File: src/logic/sse_pkg.sv
// Purpose: shared constants and types for the shift/store/subtract executor
// Assumes: 8-bit data and address, one system clock
// Notes: cycle counts include the three opcode fetch cycles
`default_nettype none
package sse_pkg;
  localparam int DW = 8;
  localparam int STEP_W = 3;
  localparam int FETCH_CYCLES = 3;
  localparam int CYC_W = 4;
  localparam logic [DW-1:0] RST_BYTE = 8'h00;
  localparam logic [DW-1:0] IP_STEP = 8'h01;
  localparam logic [DW-1:0] IP_TWO = 8'h02;
  localparam logic [STEP_W-1:0] STEP_ONE = 3'h1;
  localparam logic [CYC_W-1:0] CYC_ONE = 4'h1;
  // low opcode bits name the addressing mode
  localparam logic [2:0] MODE_DIR = 3'h0;
  localparam logic [2:0] MODE_IMM = 3'h6;
  localparam logic [DW-1:0] OPC_OUT_P = 8'h14;
  localparam logic [DW-1:0] OPC_SHIFT_DIR = 8'h90;
  localparam logic [DW-1:0] OPC_SHIFT_A = 8'h92;
  localparam logic [DW-1:0] OPC_SHIFT_R = 8'h93;
  localparam logic [DW-1:0] OPC_SHIFT_M = 8'h94;
  localparam logic [DW-1:0] OPC_SHIFT_I = 8'h96;
  localparam logic [DW-1:0] OPC_STOREA_DIR = 8'h50;
  localparam logic [DW-1:0] OPC_STOREA_M = 8'h54;
  localparam logic [DW-1:0] OPC_STORER_DIR = 8'h58;
  localparam logic [DW-1:0] OPC_STORER_M = 8'h5C;
  localparam logic [DW-1:0] OPC_SUB_DIR = 8'h68;
  localparam logic [DW-1:0] OPC_SUB_A = 8'h6A;
  localparam logic [DW-1:0] OPC_SUB_R = 8'h6B;
  localparam logic [DW-1:0] OPC_SUB_M = 8'h6C;
  localparam logic [DW-1:0] OPC_SUB_I = 8'h6E;
  localparam int CYC_OUT_P = 7;
  localparam int CYC_SHIFT_DIR = 11;
  localparam int CYC_SHIFT_A = 4;
  localparam int CYC_SHIFT_R = 7;
  localparam int CYC_SHIFT_M = 9;
  localparam int CYC_SHIFT_I = 8;
  localparam int CYC_ST_DIR = 9;
  localparam int CYC_ST_M = 7;
  localparam int CYC_SUB_DIR = 9;
  localparam int CYC_SUB_REG = 4;
  localparam int CYC_SUB_M = 7;
  localparam int CYC_SUB_I = 6;
  localparam int CYC_NOP = 4;

  typedef enum logic [1:0] {
    ST_FETCH_ADDR = 2'b00, ST_FETCH_DATA = 2'b01, ST_DECODE = 2'b10, ST_EXEC = 2'b11
  } sse_state_t;

  typedef enum logic [4:0] {
    U_NOP = 5'b00000, U_ARIP = 5'b00001, U_RDIP = 5'b00010, U_OR_DL = 5'b00011,
    U_OR_R = 5'b00100, U_AR_OR = 5'b00101, U_RDOP = 5'b00110, U_A_DL = 5'b00111,
    U_A_R = 5'b01000, U_SHF = 5'b01001, U_SHF_A = 5'b01010, U_A_F = 5'b01011,
    U_R_A = 5'b01100, U_SUB_DL = 5'b01101, U_SUB_A = 5'b01110, U_SUB_R = 5'b01111,
    U_WR_A = 5'b10000, U_WR_R = 5'b10001, U_WR_STB = 5'b10010, U_WR_HOLD = 5'b10011
  } sse_uop_t;

  typedef enum logic [0:0] {ALU_SHIFT = 1'b0, ALU_SUB = 1'b1} sse_alu_op_t;

  typedef enum logic [1:0] {WR_IDLE = 2'b00, WR_STROBE = 2'b01, WR_HOLD = 2'b10} sse_wr_phase_t;

  typedef struct packed {
    sse_wr_phase_t ph;
    logic strobe;
  } sse_wr_t;

  typedef struct packed {
    logic [DW-1:0] addr;
    logic [DW-1:0] wdata;
    logic rd;
  } sse_bus_t;

  typedef struct packed {
    logic [DW-1:0] iptr;
    logic [DW-1:0] acc;
    logic [DW-1:0] sec;
  } sse_arch_t;

  typedef struct packed {
    sse_state_t st;
    logic [STEP_W-1:0] idx;
    logic [DW-1:0] ir;
    logic [DW-1:0] alat;
    logic [DW-1:0] dlat;
    logic [DW-1:0] opr;
    logic [DW-1:0] f;
    sse_arch_t arch;
    logic rd;
    logic done;
    logic go_mem;
    logic go_port;
  } sse_core_t;
endpackage : sse_pkg
`default_nettype wire

File: src/logic/sse_alu.sv
// Purpose: shift-left and subtract unit
// Assumes: a is the accumulator side, b the operand side
// Notes: purely combinational, no flags
`default_nettype none
module sse_alu (
  input wire sse_pkg::sse_alu_op_t op_i,
  input wire logic [sse_pkg::DW-1:0] a_i,
  input wire logic [sse_pkg::DW-1:0] b_i,
  output logic [sse_pkg::DW-1:0] f_o
);
  always_comb begin
    unique case (op_i)
      sse_pkg::ALU_SHIFT: f_o = {a_i[sse_pkg::DW-2:0], 1'b0};
      // wraps modulo 256, borrow is dropped
      sse_pkg::ALU_SUB: f_o = a_i - b_i;
    endcase
  end
endmodule : sse_alu
`default_nettype wire

File: src/logic/sse_wr_seq.sv
// Purpose: write strobe sequencer, setup / strobe / hold
// Assumes: start arrives with address and data already presented
// Notes: one instance for memory, one for ports
`default_nettype none
module sse_wr_seq (
  input wire logic clk_i,
  input wire logic rst_n_i,
  input wire logic start_i,
  output logic strobe_o,
  output logic busy_o
);
  sse_pkg::sse_wr_t s_q, s_d;

  always_comb begin
    s_d = s_q;
    s_d.strobe = 1'b0;
    unique case (s_q.ph)
      sse_pkg::WR_IDLE: begin
        if (start_i) begin
          s_d.ph = sse_pkg::WR_STROBE;
          s_d.strobe = 1'b1;
        end
      end
      sse_pkg::WR_STROBE: s_d.ph = sse_pkg::WR_HOLD;
      sse_pkg::WR_HOLD: s_d.ph = sse_pkg::WR_IDLE;
      default: s_d.ph = sse_pkg::WR_IDLE;
    endcase
  end

  always_ff @(posedge clk_i or negedge rst_n_i) begin
    if (!rst_n_i) begin
      s_q <= '{ph: sse_pkg::WR_IDLE, strobe: 1'b0};
    end else begin
      s_q <= s_d;
    end
  end

  assign strobe_o = s_q.strobe;
  assign busy_o = (s_q.ph != sse_pkg::WR_IDLE);
endmodule : sse_wr_seq
`default_nettype wire

File: src/logic/sse_exec.sv
// Purpose: microcoded executor for port write, shift-left, store and subtract
// Assumes: memory answers a read within the cycle the read strobe shows; ports are only written
// Notes: bus outputs are registered and lag the micro-step by one cycle
// How it works
// - every instruction starts with a three-cycle opcode fetch, included in counts.
// - second byte: latch address from pointer, read, capture data, bump pointer.
// - direct mode moves address byte to operand latch, then address latch, reads.
// - port write: present address and data, strobe next cycle, hold one more.
// - shift-left direct 90h, two bytes, 11 cycles, memory byte shifted into accumulator.
// - left shift drops bit 7, moves bits 6..0 up, inserts zero.
// - shift-left accumulator 92h, 4 cycles, result back to accumulator.
// - shift-left second register 93h, 7 cycles, both registers get result.
// - shift-left indirect 94h, 9 cycles, reads at second register address.
// - shift-left immediate 96h, 8 cycles, data byte shifted into accumulator.
// - memory write: present, strobe next cycle, hold one more with strobe low.
// - store accumulator direct 50h, 9 cycles, pointer plus two.
// - store accumulator indirect 54h, 7 cycles, address from second register.
// - store second register direct 58h, 9 cycles, pointer plus two.
// - store second register indirect 5Ch, 7 cycles, writes itself at itself.
// - subtract direct 68h, 9 cycles, accumulator minus memory byte.
// - subtract accumulator from itself 6Ah, 4 cycles, always zero.
// - subtract second register 6Bh, 4 cycles, accumulator minus second register.
// - subtract indirect 6Ch, 7 cycles, memory at second register address.
// - subtract immediate 6Eh, 6 cycles, accumulator minus data byte.
// - subtract feeds accumulator first, operand second, result into accumulator.
`default_nettype none
module sse_exec (
  input wire logic clk_i,
  input wire logic rst_n_i,
  input wire logic [sse_pkg::DW-1:0] mem_rdata_i,
  output sse_pkg::sse_bus_t bus_o,
  output logic mem_wr_o,
  output logic port_wr_o,
  output sse_pkg::sse_arch_t arch_o,
  output logic instr_done_o
);
  ////////////////////////////////////////////////////////////////////////////
  // micro-program
  function automatic int cyc_of(input logic [sse_pkg::DW-1:0] opc);
    int n;
    n = sse_pkg::CYC_NOP;
    case (opc)
      sse_pkg::OPC_OUT_P: n = sse_pkg::CYC_OUT_P;
      sse_pkg::OPC_SHIFT_DIR: n = sse_pkg::CYC_SHIFT_DIR;
      sse_pkg::OPC_SHIFT_A: n = sse_pkg::CYC_SHIFT_A;
      sse_pkg::OPC_SHIFT_R: n = sse_pkg::CYC_SHIFT_R;
      sse_pkg::OPC_SHIFT_M: n = sse_pkg::CYC_SHIFT_M;
      sse_pkg::OPC_SHIFT_I: n = sse_pkg::CYC_SHIFT_I;
      sse_pkg::OPC_STOREA_DIR, sse_pkg::OPC_STORER_DIR: n = sse_pkg::CYC_ST_DIR;
      sse_pkg::OPC_STOREA_M, sse_pkg::OPC_STORER_M: n = sse_pkg::CYC_ST_M;
      sse_pkg::OPC_SUB_DIR: n = sse_pkg::CYC_SUB_DIR;
      sse_pkg::OPC_SUB_A, sse_pkg::OPC_SUB_R: n = sse_pkg::CYC_SUB_REG;
      sse_pkg::OPC_SUB_M: n = sse_pkg::CYC_SUB_M;
      sse_pkg::OPC_SUB_I: n = sse_pkg::CYC_SUB_I;
      default: n = sse_pkg::CYC_NOP;
    endcase
    return n;
  endfunction : cyc_of

  function automatic sse_pkg::sse_uop_t uop_at(input logic [sse_pkg::DW-1:0] opc,
                                               input logic [sse_pkg::STEP_W-1:0] idx);
    sse_pkg::sse_uop_t s [8];
    s = '{default: sse_pkg::U_NOP};
    case (opc)
      sse_pkg::OPC_OUT_P: s = '{0: sse_pkg::U_OR_R, 1: sse_pkg::U_WR_A, 2: sse_pkg::U_WR_STB,
                               3: sse_pkg::U_WR_HOLD, default: sse_pkg::U_NOP};
      sse_pkg::OPC_SHIFT_DIR: s = '{sse_pkg::U_ARIP, sse_pkg::U_RDIP, sse_pkg::U_OR_DL, sse_pkg::U_AR_OR,
                                   sse_pkg::U_RDOP, sse_pkg::U_A_DL, sse_pkg::U_SHF, sse_pkg::U_A_F};
      sse_pkg::OPC_SHIFT_A: s = '{0: sse_pkg::U_SHF_A, default: sse_pkg::U_NOP};
      sse_pkg::OPC_SHIFT_R: s = '{0: sse_pkg::U_A_R, 1: sse_pkg::U_SHF, 2: sse_pkg::U_A_F,
                                 3: sse_pkg::U_R_A, default: sse_pkg::U_NOP};
      sse_pkg::OPC_SHIFT_M: s = '{0: sse_pkg::U_OR_R, 1: sse_pkg::U_AR_OR, 2: sse_pkg::U_RDOP,
                                 3: sse_pkg::U_A_DL, 4: sse_pkg::U_SHF, 5: sse_pkg::U_A_F,
                                 default: sse_pkg::U_NOP};
      sse_pkg::OPC_SHIFT_I: s = '{0: sse_pkg::U_ARIP, 1: sse_pkg::U_RDIP, 2: sse_pkg::U_A_DL,
                                 3: sse_pkg::U_SHF, 4: sse_pkg::U_A_F, default: sse_pkg::U_NOP};
      sse_pkg::OPC_STOREA_DIR: s = '{0: sse_pkg::U_ARIP, 1: sse_pkg::U_RDIP, 2: sse_pkg::U_OR_DL,
                                    3: sse_pkg::U_WR_A, 4: sse_pkg::U_WR_STB, 5: sse_pkg::U_WR_HOLD,
                                    default: sse_pkg::U_NOP};
      sse_pkg::OPC_STOREA_M: s = '{0: sse_pkg::U_OR_R, 1: sse_pkg::U_WR_A, 2: sse_pkg::U_WR_STB,
                                  3: sse_pkg::U_WR_HOLD, default: sse_pkg::U_NOP};
      sse_pkg::OPC_STORER_DIR: s = '{0: sse_pkg::U_ARIP, 1: sse_pkg::U_RDIP, 2: sse_pkg::U_OR_DL,
                                    3: sse_pkg::U_WR_R, 4: sse_pkg::U_WR_STB, 5: sse_pkg::U_WR_HOLD,
                                    default: sse_pkg::U_NOP};
      sse_pkg::OPC_STORER_M: s = '{0: sse_pkg::U_OR_R, 1: sse_pkg::U_WR_R, 2: sse_pkg::U_WR_STB,
                                  3: sse_pkg::U_WR_HOLD, default: sse_pkg::U_NOP};
      sse_pkg::OPC_SUB_DIR: s = '{0: sse_pkg::U_ARIP, 1: sse_pkg::U_RDIP, 2: sse_pkg::U_OR_DL,
                                 3: sse_pkg::U_AR_OR, 4: sse_pkg::U_RDOP, 5: sse_pkg::U_SUB_DL,
                                 default: sse_pkg::U_NOP};
      sse_pkg::OPC_SUB_A: s = '{0: sse_pkg::U_SUB_A, default: sse_pkg::U_NOP};
      sse_pkg::OPC_SUB_R: s = '{0: sse_pkg::U_SUB_R, default: sse_pkg::U_NOP};
      sse_pkg::OPC_SUB_M: s = '{0: sse_pkg::U_OR_R, 1: sse_pkg::U_AR_OR, 2: sse_pkg::U_RDOP,
                               3: sse_pkg::U_SUB_DL, default: sse_pkg::U_NOP};
      sse_pkg::OPC_SUB_I: s = '{0: sse_pkg::U_ARIP, 1: sse_pkg::U_RDIP, 2: sse_pkg::U_SUB_DL,
                               default: sse_pkg::U_NOP};
      // opcodes outside this group run as a one-step no-op
      default: s = '{default: sse_pkg::U_NOP};
    endcase
    return s[idx];
  endfunction : uop_at

  ////////////////////////////////////////////////////////////////////////////
  // datapath and sequencer
  sse_pkg::sse_core_t s_q, s_d;
  sse_pkg::sse_uop_t uop;
  logic last;
  sse_pkg::sse_alu_op_t alu_op;
  logic [sse_pkg::DW-1:0] alu_b;
  logic [sse_pkg::DW-1:0] alu_f;

  always_comb begin
    uop = uop_at(s_q.ir, s_q.idx);
    last = (s_q.idx == sse_pkg::STEP_W'(cyc_of(s_q.ir) - sse_pkg::FETCH_CYCLES - 1));
    alu_op = sse_pkg::ALU_SUB;
    alu_b = s_q.dlat;
    unique case (uop)
      sse_pkg::U_SHF, sse_pkg::U_SHF_A: alu_op = sse_pkg::ALU_SHIFT;
      sse_pkg::U_SUB_A: alu_b = s_q.arch.acc;
      sse_pkg::U_SUB_R: alu_b = s_q.arch.sec;
      default: alu_b = s_q.dlat;
    endcase
  end

  sse_alu u_alu (
    .op_i(alu_op),
    .a_i(s_q.arch.acc),
    .b_i(alu_b),
    .f_o(alu_f)
  );

  always_comb begin
    s_d = s_q;
    s_d.rd = 1'b0;
    s_d.done = 1'b0;
    s_d.go_mem = 1'b0;
    s_d.go_port = 1'b0;
    unique case (s_q.st)
      sse_pkg::ST_FETCH_ADDR: begin
        s_d.alat = s_q.arch.iptr;
        s_d.rd = 1'b1;
        s_d.st = sse_pkg::ST_FETCH_DATA;
      end
      sse_pkg::ST_FETCH_DATA: begin
        s_d.dlat = mem_rdata_i;
        s_d.arch.iptr = s_q.arch.iptr + sse_pkg::IP_STEP;
        s_d.rd = 1'b1;
        s_d.st = sse_pkg::ST_DECODE;
      end
      sse_pkg::ST_DECODE: begin
        s_d.ir = s_q.dlat;
        s_d.idx = '0;
        s_d.st = sse_pkg::ST_EXEC;
      end
      sse_pkg::ST_EXEC: begin
        unique case (uop)
          sse_pkg::U_ARIP: begin
            s_d.alat = s_q.arch.iptr;
            s_d.rd = 1'b1;
          end
          sse_pkg::U_RDIP: begin
            s_d.dlat = mem_rdata_i;
            s_d.arch.iptr = s_q.arch.iptr + sse_pkg::IP_STEP;
            s_d.rd = 1'b1;
          end
          sse_pkg::U_OR_DL: s_d.opr = s_q.dlat;
          sse_pkg::U_OR_R: s_d.opr = s_q.arch.sec;
          sse_pkg::U_AR_OR: begin
            s_d.alat = s_q.opr;
            s_d.rd = 1'b1;
          end
          sse_pkg::U_RDOP: begin
            s_d.dlat = mem_rdata_i;
            s_d.rd = 1'b1;
          end
          sse_pkg::U_A_DL: s_d.arch.acc = s_q.dlat;
          sse_pkg::U_A_R: s_d.arch.acc = s_q.arch.sec;
          sse_pkg::U_SHF: s_d.f = alu_f;
          sse_pkg::U_A_F: s_d.arch.acc = s_q.f;
          sse_pkg::U_R_A: s_d.arch.sec = s_q.arch.acc;
          sse_pkg::U_SHF_A, sse_pkg::U_SUB_DL, sse_pkg::U_SUB_A, sse_pkg::U_SUB_R: begin
            s_d.arch.acc = alu_f;
          end
          sse_pkg::U_WR_A, sse_pkg::U_WR_R: begin
            s_d.alat = s_q.opr;
            s_d.dlat = (uop == sse_pkg::U_WR_A) ? s_q.arch.acc : s_q.arch.sec;
            // the one write opcode of this group aimed at a port
            s_d.go_port = (s_q.ir == sse_pkg::OPC_OUT_P);
            s_d.go_mem = (s_q.ir != sse_pkg::OPC_OUT_P);
          end
          default: s_d.f = s_q.f;
        endcase
        if (last) begin
          s_d.st = sse_pkg::ST_FETCH_ADDR;
          s_d.done = 1'b1;
        end else begin
          s_d.idx = s_q.idx + sse_pkg::STEP_ONE;
        end
      end
    endcase
  end

  always_ff @(posedge clk_i or negedge rst_n_i) begin
    if (!rst_n_i) begin
      s_q <= '{st: sse_pkg::ST_FETCH_ADDR, idx: '0, ir: sse_pkg::RST_BYTE, alat: sse_pkg::RST_BYTE,
               dlat: sse_pkg::RST_BYTE, opr: sse_pkg::RST_BYTE, f: sse_pkg::RST_BYTE,
               arch: '{iptr: sse_pkg::RST_BYTE, acc: sse_pkg::RST_BYTE, sec: sse_pkg::RST_BYTE},
               rd: 1'b0, done: 1'b0, go_mem: 1'b0, go_port: 1'b0};
    end else begin
      s_q <= s_d;
    end
  end

  ////////////////////////////////////////////////////////////////////////////
  // write strobes; address and data stay put in the latches through the hold
  sse_wr_seq u_mem_wr (
    .clk_i(clk_i),
    .rst_n_i(rst_n_i),
    .start_i(s_q.go_mem),
    .strobe_o(mem_wr_o),
    .busy_o()
  );

  sse_wr_seq u_port_wr (
    .clk_i(clk_i),
    .rst_n_i(rst_n_i),
    .start_i(s_q.go_port),
    .strobe_o(port_wr_o),
    .busy_o()
  );

  assign bus_o = '{addr: s_q.alat, wdata: s_q.dlat, rd: s_q.rd};
  assign arch_o = s_q.arch;
  assign instr_done_o = s_q.done;

  ////////////////////////////////////////////////////////////////////////////
  // checks
  logic [sse_pkg::CYC_W-1:0] cyc_q;
  logic [sse_pkg::DW-1:0] ip_start_q;
  logic exec_c;
  logic two_byte;

  assign exec_c = (s_q.st == sse_pkg::ST_EXEC);
  assign two_byte = (cyc_of(s_q.ir) != sse_pkg::CYC_NOP || s_q.ir == sse_pkg::OPC_SUB_A
                     || s_q.ir == sse_pkg::OPC_SUB_R)
                    && (s_q.ir[2:0] == sse_pkg::MODE_DIR || s_q.ir[2:0] == sse_pkg::MODE_IMM);

  always_ff @(posedge clk_i or negedge rst_n_i) begin
    if (!rst_n_i) begin
      cyc_q <= '0;
      ip_start_q <= sse_pkg::RST_BYTE;
    end else begin
      cyc_q <= (s_q.st == sse_pkg::ST_FETCH_ADDR) ? sse_pkg::CYC_ONE : cyc_q + sse_pkg::CYC_ONE;
      if (s_q.st == sse_pkg::ST_FETCH_ADDR) begin
        ip_start_q <= s_q.arch.iptr;
      end
    end
  end
endmodule : sse_exec
`default_nettype wire

File: config.mk
export PLATFORM = sky130hd
export DESIGN_NAME = sse_exec
export DESIGN_NICKNAME = d
export VERILOG_FILES = /design/src/logic/sse_pkg.sv /design/src/logic/sse_alu.sv /design/src/logic/sse_wr_seq.sv /design/src/logic/sse_exec.sv
export SDC_FILE = /design/constraint.sdc
export NUM_CORES = 1
export LEC_CHECK = 0
export ABC_CLOCK_PERIOD_IN_PS = 4900
export BUFFER_PORTS_ARGS = -buffer_cell sky130_fd_sc_hd__buf_2
export CAP_MARGIN = 20
export CORE_MARGIN = 2
export CORE_UTILIZATION = 55
export CTS_CLUSTER_SIZE = 10
export DETAILED_ROUTE_END_ITERATION = 10
export GPL_TIMING_DRIVEN = 0
export HOLD_SLACK_MARGIN = 0.02
export PLACE_DENSITY = 0.75
export RECOVER_POWER = 100
export REMOVE_ABC_BUFFERS = 1
export SLEW_MARGIN = 20
export SYNTH_ARGS = -nofsm -noshare
export SYNTH_HDL_FRONTEND = slang
export SYNTH_SLANG_ARGS = --single-unit
File: constraint.sdc
create_clock -name clk_i -period 4.9 [get_ports clk_i]
set_input_delay 0.98 -clock clk_i [delete_from_list [all_inputs] [get_ports clk_i]]
set_output_delay 0.98 -clock clk_i [all_outputs]
set_load 0.1 [all_outputs]
; ---- Word-level counts from Yosys, hierarchy flattened
; Cells that the tools add are included.
[op_classes]
addsub = 5
n_lt_le_gt_ge = 1
eq_ne = 46
n_mux = 32
bitwise = 1
n_reduce_logical = 26
[op_table]
columns = operator, n
row1 = $pmux 39 s14, 1
row2 = $pmux 8 s2, 8
row3 = $eq 8x7->1 const B, 9
row4 = $eq 5x4->1 const B, 8
row5 = $eq 8x8->1 const B, 5
row6 = $pmux 8 s4, 1
row7 = $eq 5x3->1 const B, 4
row8 = $mux 8, 2
row9 = $reduce_and 2->1, 8
row10 = $bmux 5 s3, 1
row11 = $pmux 3 s5, 1
row12 = $mux 3, 4
row13 = $reduce_or 4->1, 3
row14 = $eq 5x2->1 const B, 2
row15 = $eq 5x5->1 const B, 2
row16 = $mux 5, 2
row17 = $reduce_or 2->1, 5
row18 = $add 8x1->8 const B, 1
row19 = $eq 8x5->1 const B, 1
row20 = $ne 2x2->1 const B, 4
row21 = $ne 8x5->1 const B, 1
row22 = $pmux 2 s2, 2
row23 = $pmux 2 s4, 1
row24 = $reduce_bool 2->1, 4
row25 = 19 further kinds, 31
[word_totals]
register_bits = 79
elab_cells = 129

; ---- Logic depth before layout (Yosys ltp)
[depth]
ltp_word = 11
mapped_depth = 23
mapped_depth_nobuf = 20

; ---- Hierarchy
; From an unflattened synthesis, not the netlist that was laid out.
[unflattened]
hier_cells = 585
hier_area_um2 = 5652.9
[modules_own_cells]
columns = module, instances, cells_per_inst, area_per_inst_um2, seq_area_each_um2
row1 = sse_exec, 1, 504, 4972.3, 1826.8
row2 = sse_alu, 1, 67, 470.5, 0.0
row3 = sse_wr_seq, 2, 7, 105.1, 75.1

; ---- Least setup slack after synthesis
; OpenSTA, ideal clock, no wires.
[synth_path]
kind = register to register
startpoint = register s_q[63] (netlist name)
endpoint = register s_q, in the netlist arch_o[15]
arrival_time_ps = 4382
slack_ps = 387
stages_incl_launch_ff = 22
n_path_buf = 2
synth_period_minus_slack_ps = 4513
cell_sequence = dfrtp_1 -> buf_2 -> nor3b_4 -> a22oi_2 -> or3_1 -> a311oi_2 -> a211o_1 -> buf_2 -> mux2i_1 -> o21ai_0 -> inv_1 -> ha_1 -> nor2b_1 -> o21ai_0 -> a21boi_0 -> o21ai_0 -> a21boi_0 -> o21ai_0 -> a2bb2o_4 -> a2111oi_0 -> a2111oi_0 -> o21ai_1
[synth_via]
elab_chain_cells = 11
elab_cells_between_ends = 37
cone_classes = 1 x add/sub / 23 x eq/ne / 8 x mux / 5 x reduce/logical
[synth_lines]
columns = element, line
row1 = start: declaration, sse_exec.sv:104  ; sse_pkg::sse_core_t s_q, s_d;
row2 = start signal: assignment, sse_exec.sv:204  ; s_q <= '{st: sse_pkg::ST_FETCH_ADDR, idx: '0, ir: sse_pkg::RST_BYTE, alat: sse_pkg::RST_BYTE,
row3 = $eq 8x5->1 or $eq 8x7->1 (tied branches), sse_exec.sv:64  ; case (opc)
row4 = $reduce_or 2->1 (no line), --
row5 = $pmux 39 s14 *, sse_exec.sv:64
row6 = $bmux 5 s3 *, sse_exec.sv:99  ; return s[idx];
row7 = $mux 5 (not written as such) * (2 in a row), sse_exec.sv:99
row8 = "$eq 5x4->1, on equally long branches", "sse_exec.sv:116, sse_exec.sv:155"
row9 = $pmux 8 s2 or $reduce_or 2->1 (tied branches), sse_exec.sv:116  ; unique case (uop)
row10 = $sub 8x8->8 or $mux 1 (tied branches), "sse_alu.sv:15, sse_exec.sv:116"
row11 = $pmux 8 s2, sse_alu.sv:12  ; unique case (op_i)
row12 = $pmux 8 s4, sse_exec.sv:155  ; unique case (uop)
; Every way passes the cells marked *; elsewhere a longest branch is shown, timed or not. The select of a mux whose other input is x is not followed.
; A chain may end at the register's enable or synchronous reset.

; ---- Worst setup path in the final report
[layout_path]
startpoint = register s_q[60] (netlist name)
endpoint = register s_q, in the netlist arch_o[15]
; Same word-level chain as after synthesis.

==> impl_metrics.tcl <==
set metrics [dict create \
    grt_use_total 0.275 \
    wl_per_cell_um 20.2 \
    endpoint_kind "flop" \
    die_h_um 104 \
    firstDrtPassIters 8 \
    final_area_um2 5850 \
    vias_per_cell 6.51 \
    r2r_start "s_q[60]" \
    row_count 36 \
    maxSlewHeadroom 0.215 \
    cpPeakStageDelay_ns 0.57 \
    synth.most_common_cell "dfrtp_1" \
    cp_slowest_cell "dfrtp_4" \
    status "completed" \
    place_area_um2 5500 \
    finClkSkew_ns 0.00899 \
    clockBufferDepth 2 \
    ys_ff_latch 79 \
    wl_um 15000 \
    netlist.area_leader.share 0.362 \
    fillers 860 \
    core_um2 9680 \
    synthCells 594 \
    cts_made_buffers 9 \
    path_max_fanout 12 \
    worst-path-buf-inv 1 \
    drt_iter0_drc 504 \
    yosysSeqAreaShare 0.362 \
    maxCapViolations 0 \
    clk_latency_ns 0.36 \
    clock_sinks 79 \
    io_buffers 53 \
    required_ns 5.18 \
    cts_tree "yes" \
    final.period_utilization 0.948 \
    drc 0 \
    gr-total-overflow 0 \
    cts_root_buf "clkbuf_8" \
    drive_gt1_frac 0.169 \
    via_count 4831 \
    dieArea_um2 10700 \
    crit_family "compound AO/OA/AOI/OAI gates" \
    avgSynthCellArea_um2 9.19 \
    synth_commonest_cells "dfrtp_1, nand2_1, buf_4, a21oi_1, o21ai_0" \
    grt_pass1_vias 4540 \
    start_util 0.563 \
    crit_chain "or3b_4 > nor3_2 > o21ai_0 > a311oi_4 > a211o_4 > mux2i_1 > o21ai_2 > inv_1 > ha_1 > nor2b_1 > o21ai_1 > a21boi_1 > o21ai_1 > a21boi_1 > o21ai_1 > a2bb2o_4 > a2111oi_0 > a2111oi_1 > o21ai_1" \
    syn2layout_area_growth_pct 7.20 \
    slew_violations 0 \
    grt_pass1_wl_um 23900 \
    ys_async_sr_fraction 1.00 \
    synth_area_um2 5460 \
    yosys.cell_types.count 82 \
    antenna_left 0 \
    ys_top_cells_by_area "dfrtp_1, buf_4, mux2i_1" \
    grt_max_degree 60 \
    min_period_ns 4.64 \
    cp_common_cell "o21ai_1" \
    yosysTopAreaCell "dfrtp_1" \
    gp_congestion 0.948 \
    setup_viol 0 \
    layout.nets 628 \
    cp-start-kind "flop" \
    multiInputGateArea_um2 3060 \
    crit_start "s_q[60]" \
    rsz0062_at_grt "false" \
    fin_ws_ns 0.255 \
    fmax_mhz 215 \
    hpwlAfterDp_um 9640 \
    fp.dieW_um 104 \
    min_path_type "flop to flop" \
    worst_slew_pin_slew_ns 1.18 \
    min-delay-start "u_port_wr.s_q[1]" \
    hold_violations 0 \
    ios 54 \
    register_area_um2 1990 \
    yosys_warnings 0 \
    diodes 0 \
    hold_buffers 0 \
    crit_type "flop to flop" \
    yosys_most_used_dff "dfrtp_1" \
    synth-edff-count 0 \
    dp_slack_ns -1.05 \
    clk_pin_slew_ns 0.09 \
    antenna_found_initial 0 \
    arrival_ns 4.93 \
    cts.htree.levels 3 \
]
-- per-stage QoR --
step	hold slack, ns	setup TNS, ns	std cells	utilization
floorplan	0.424	0	524	-
global placement	0.432	-3.67	710	0.563
detailed placement	0.456	-4.03	711	0.568
CTS	0.470	0	739	0.608
global route	0.492	0	742	0.604
finish	0.473	0	742	0.604
-- area by class of cell --
type                    count  share of cell area
multi-input cells         425               0.524
flip-flops and latches     79               0.340
repair buffers             68              0.0578
well taps                 133              0.0284
clock buffers              10              0.0235
inverters                  21              0.0137
clock inverters             6              0.0128
-- repair_timing --
action | in CTS | in global routing
hold endpoints to repair | 0 | 0
setup endpoints to repair | 9 | 4
buffers inserted | 11 | 3
gates resized for setup | 25 | 11
cloned | 1 | 0
pin swaps | 9 | 4
-- kinds of logic (layout without fill, tap and decap cells) --
logic type               Yosys count  after routing  synth area share
multiplexers                      44             44            0.0855
buffers and inverters             91            105            0.0938
AND/OR/NAND/NOR                  166            166             0.161
adder cells (fa/ha/maj)           14             14            0.0335
XOR/XNOR                          16             16            0.0257
AO/OA/AOI/OAI                    184            185             0.238
flip-flops                        79             79             0.362
-- routing by layer --
metal  part of all wire  vias up  track usage  wire length (um)
li1                   -     2168            -                 -
met1               0.42     2313        0.385              6310
met2               0.45      300        0.439              6810
met3              0.090       50       0.0403              1350
met4              0.034        0       0.0956               513
met5                  0        -            0                 0
-- registers in the layout (all words and copies together), names as in the netlist --
register / count
s_q: 31
arch_o: 24
bus_o: 17
u_mem_wr.s_q: 2
u_port_wr.s_q: 2
instr_done_o: 1
u_mem_wr.strobe_o: 1
u_port_wr.strobe_o: 1
-- worst paths after layout --
check | endpoint | slack (ns) | cells past startpoint
max | arch_o[15] | 0.26 | 19
min | u_port_wr.s_q[1] | 0.47 | 1
max reg2reg | arch_o[15] | 0.26 | 19
min reg2reg | u_port_wr.s_q[1] | 0.47 | 1
max in group asynchronous | s_q[67] | 3.17 | 2
min in group asynchronous | instr_done_o | 0.83 | 1
-- cells in the final DEF, fill, tap and decap left out, types with 5 or more instances in the layout --
| master | netlist | final |
|---|---|---|
| a211oi_1 | 11 | 10 |
| a21o_1 | 5 | 5 |
| a21oi_1 | 38 | 39 |
| a22o_1 | 6 | 6 |
| a31oi_1 | 6 | 6 |
| and3_1 | 5 | 5 |
| buf_2 | 7 | 8 |
| buf_4 | 43 | 13 |
| clkbuf_1 | 17 | 46 |
| clkbuf_8 | 0 | 10 |
| dfrtp_1 | 79 | 72 |
| dfrtp_2 | 0 | 6 |
| ha_1 | 13 | 13 |
| inv_1 | 19 | 19 |
| mux2_2 | 17 | 17 |
| mux2i_1 | 23 | 23 |
| nand2_1 | 56 | 56 |
| nand2b_1 | 6 | 6 |
| nand3_1 | 9 | 9 |
| nand4_1 | 5 | 5 |
| nor2_1 | 35 | 35 |
| nor2b_1 | 8 | 6 |
| nor3_1 | 6 | 5 |
| nor4_1 | 5 | 5 |
| o21ai_0 | 36 | 35 |
| o21ai_1 | 10 | 9 |
| o22ai_1 | 15 | 15 |
| o31ai_1 | 6 | 6 |
| xnor2_1 | 8 | 8 |
| xor2_1 | 8 | 8 |
-- worst register-to-register path, cell delays in order (launching register included) --
cell	delay [ns]
dfrtp_4	0.57
or3b_4	0.44
nor3_2	0.25
o21ai_0	0.20
a311oi_4	0.46
a211o_4	0.32
mux2i_1	0.12
o21ai_2	0.17
inv_1	0.07
ha_1	0.26
nor2b_1	0.13
o21ai_1	0.09
a21boi_1	0.20
o21ai_1	0.10
a21boi_1	0.20
o21ai_1	0.12
a2bb2o_4	0.22
a2111oi_0	0.37
a2111oi_1	0.12
o21ai_1	0.15
Power is not shown: default switching activity piles up to over one toggle a cycle in this logic, so the estimate is an artifact.
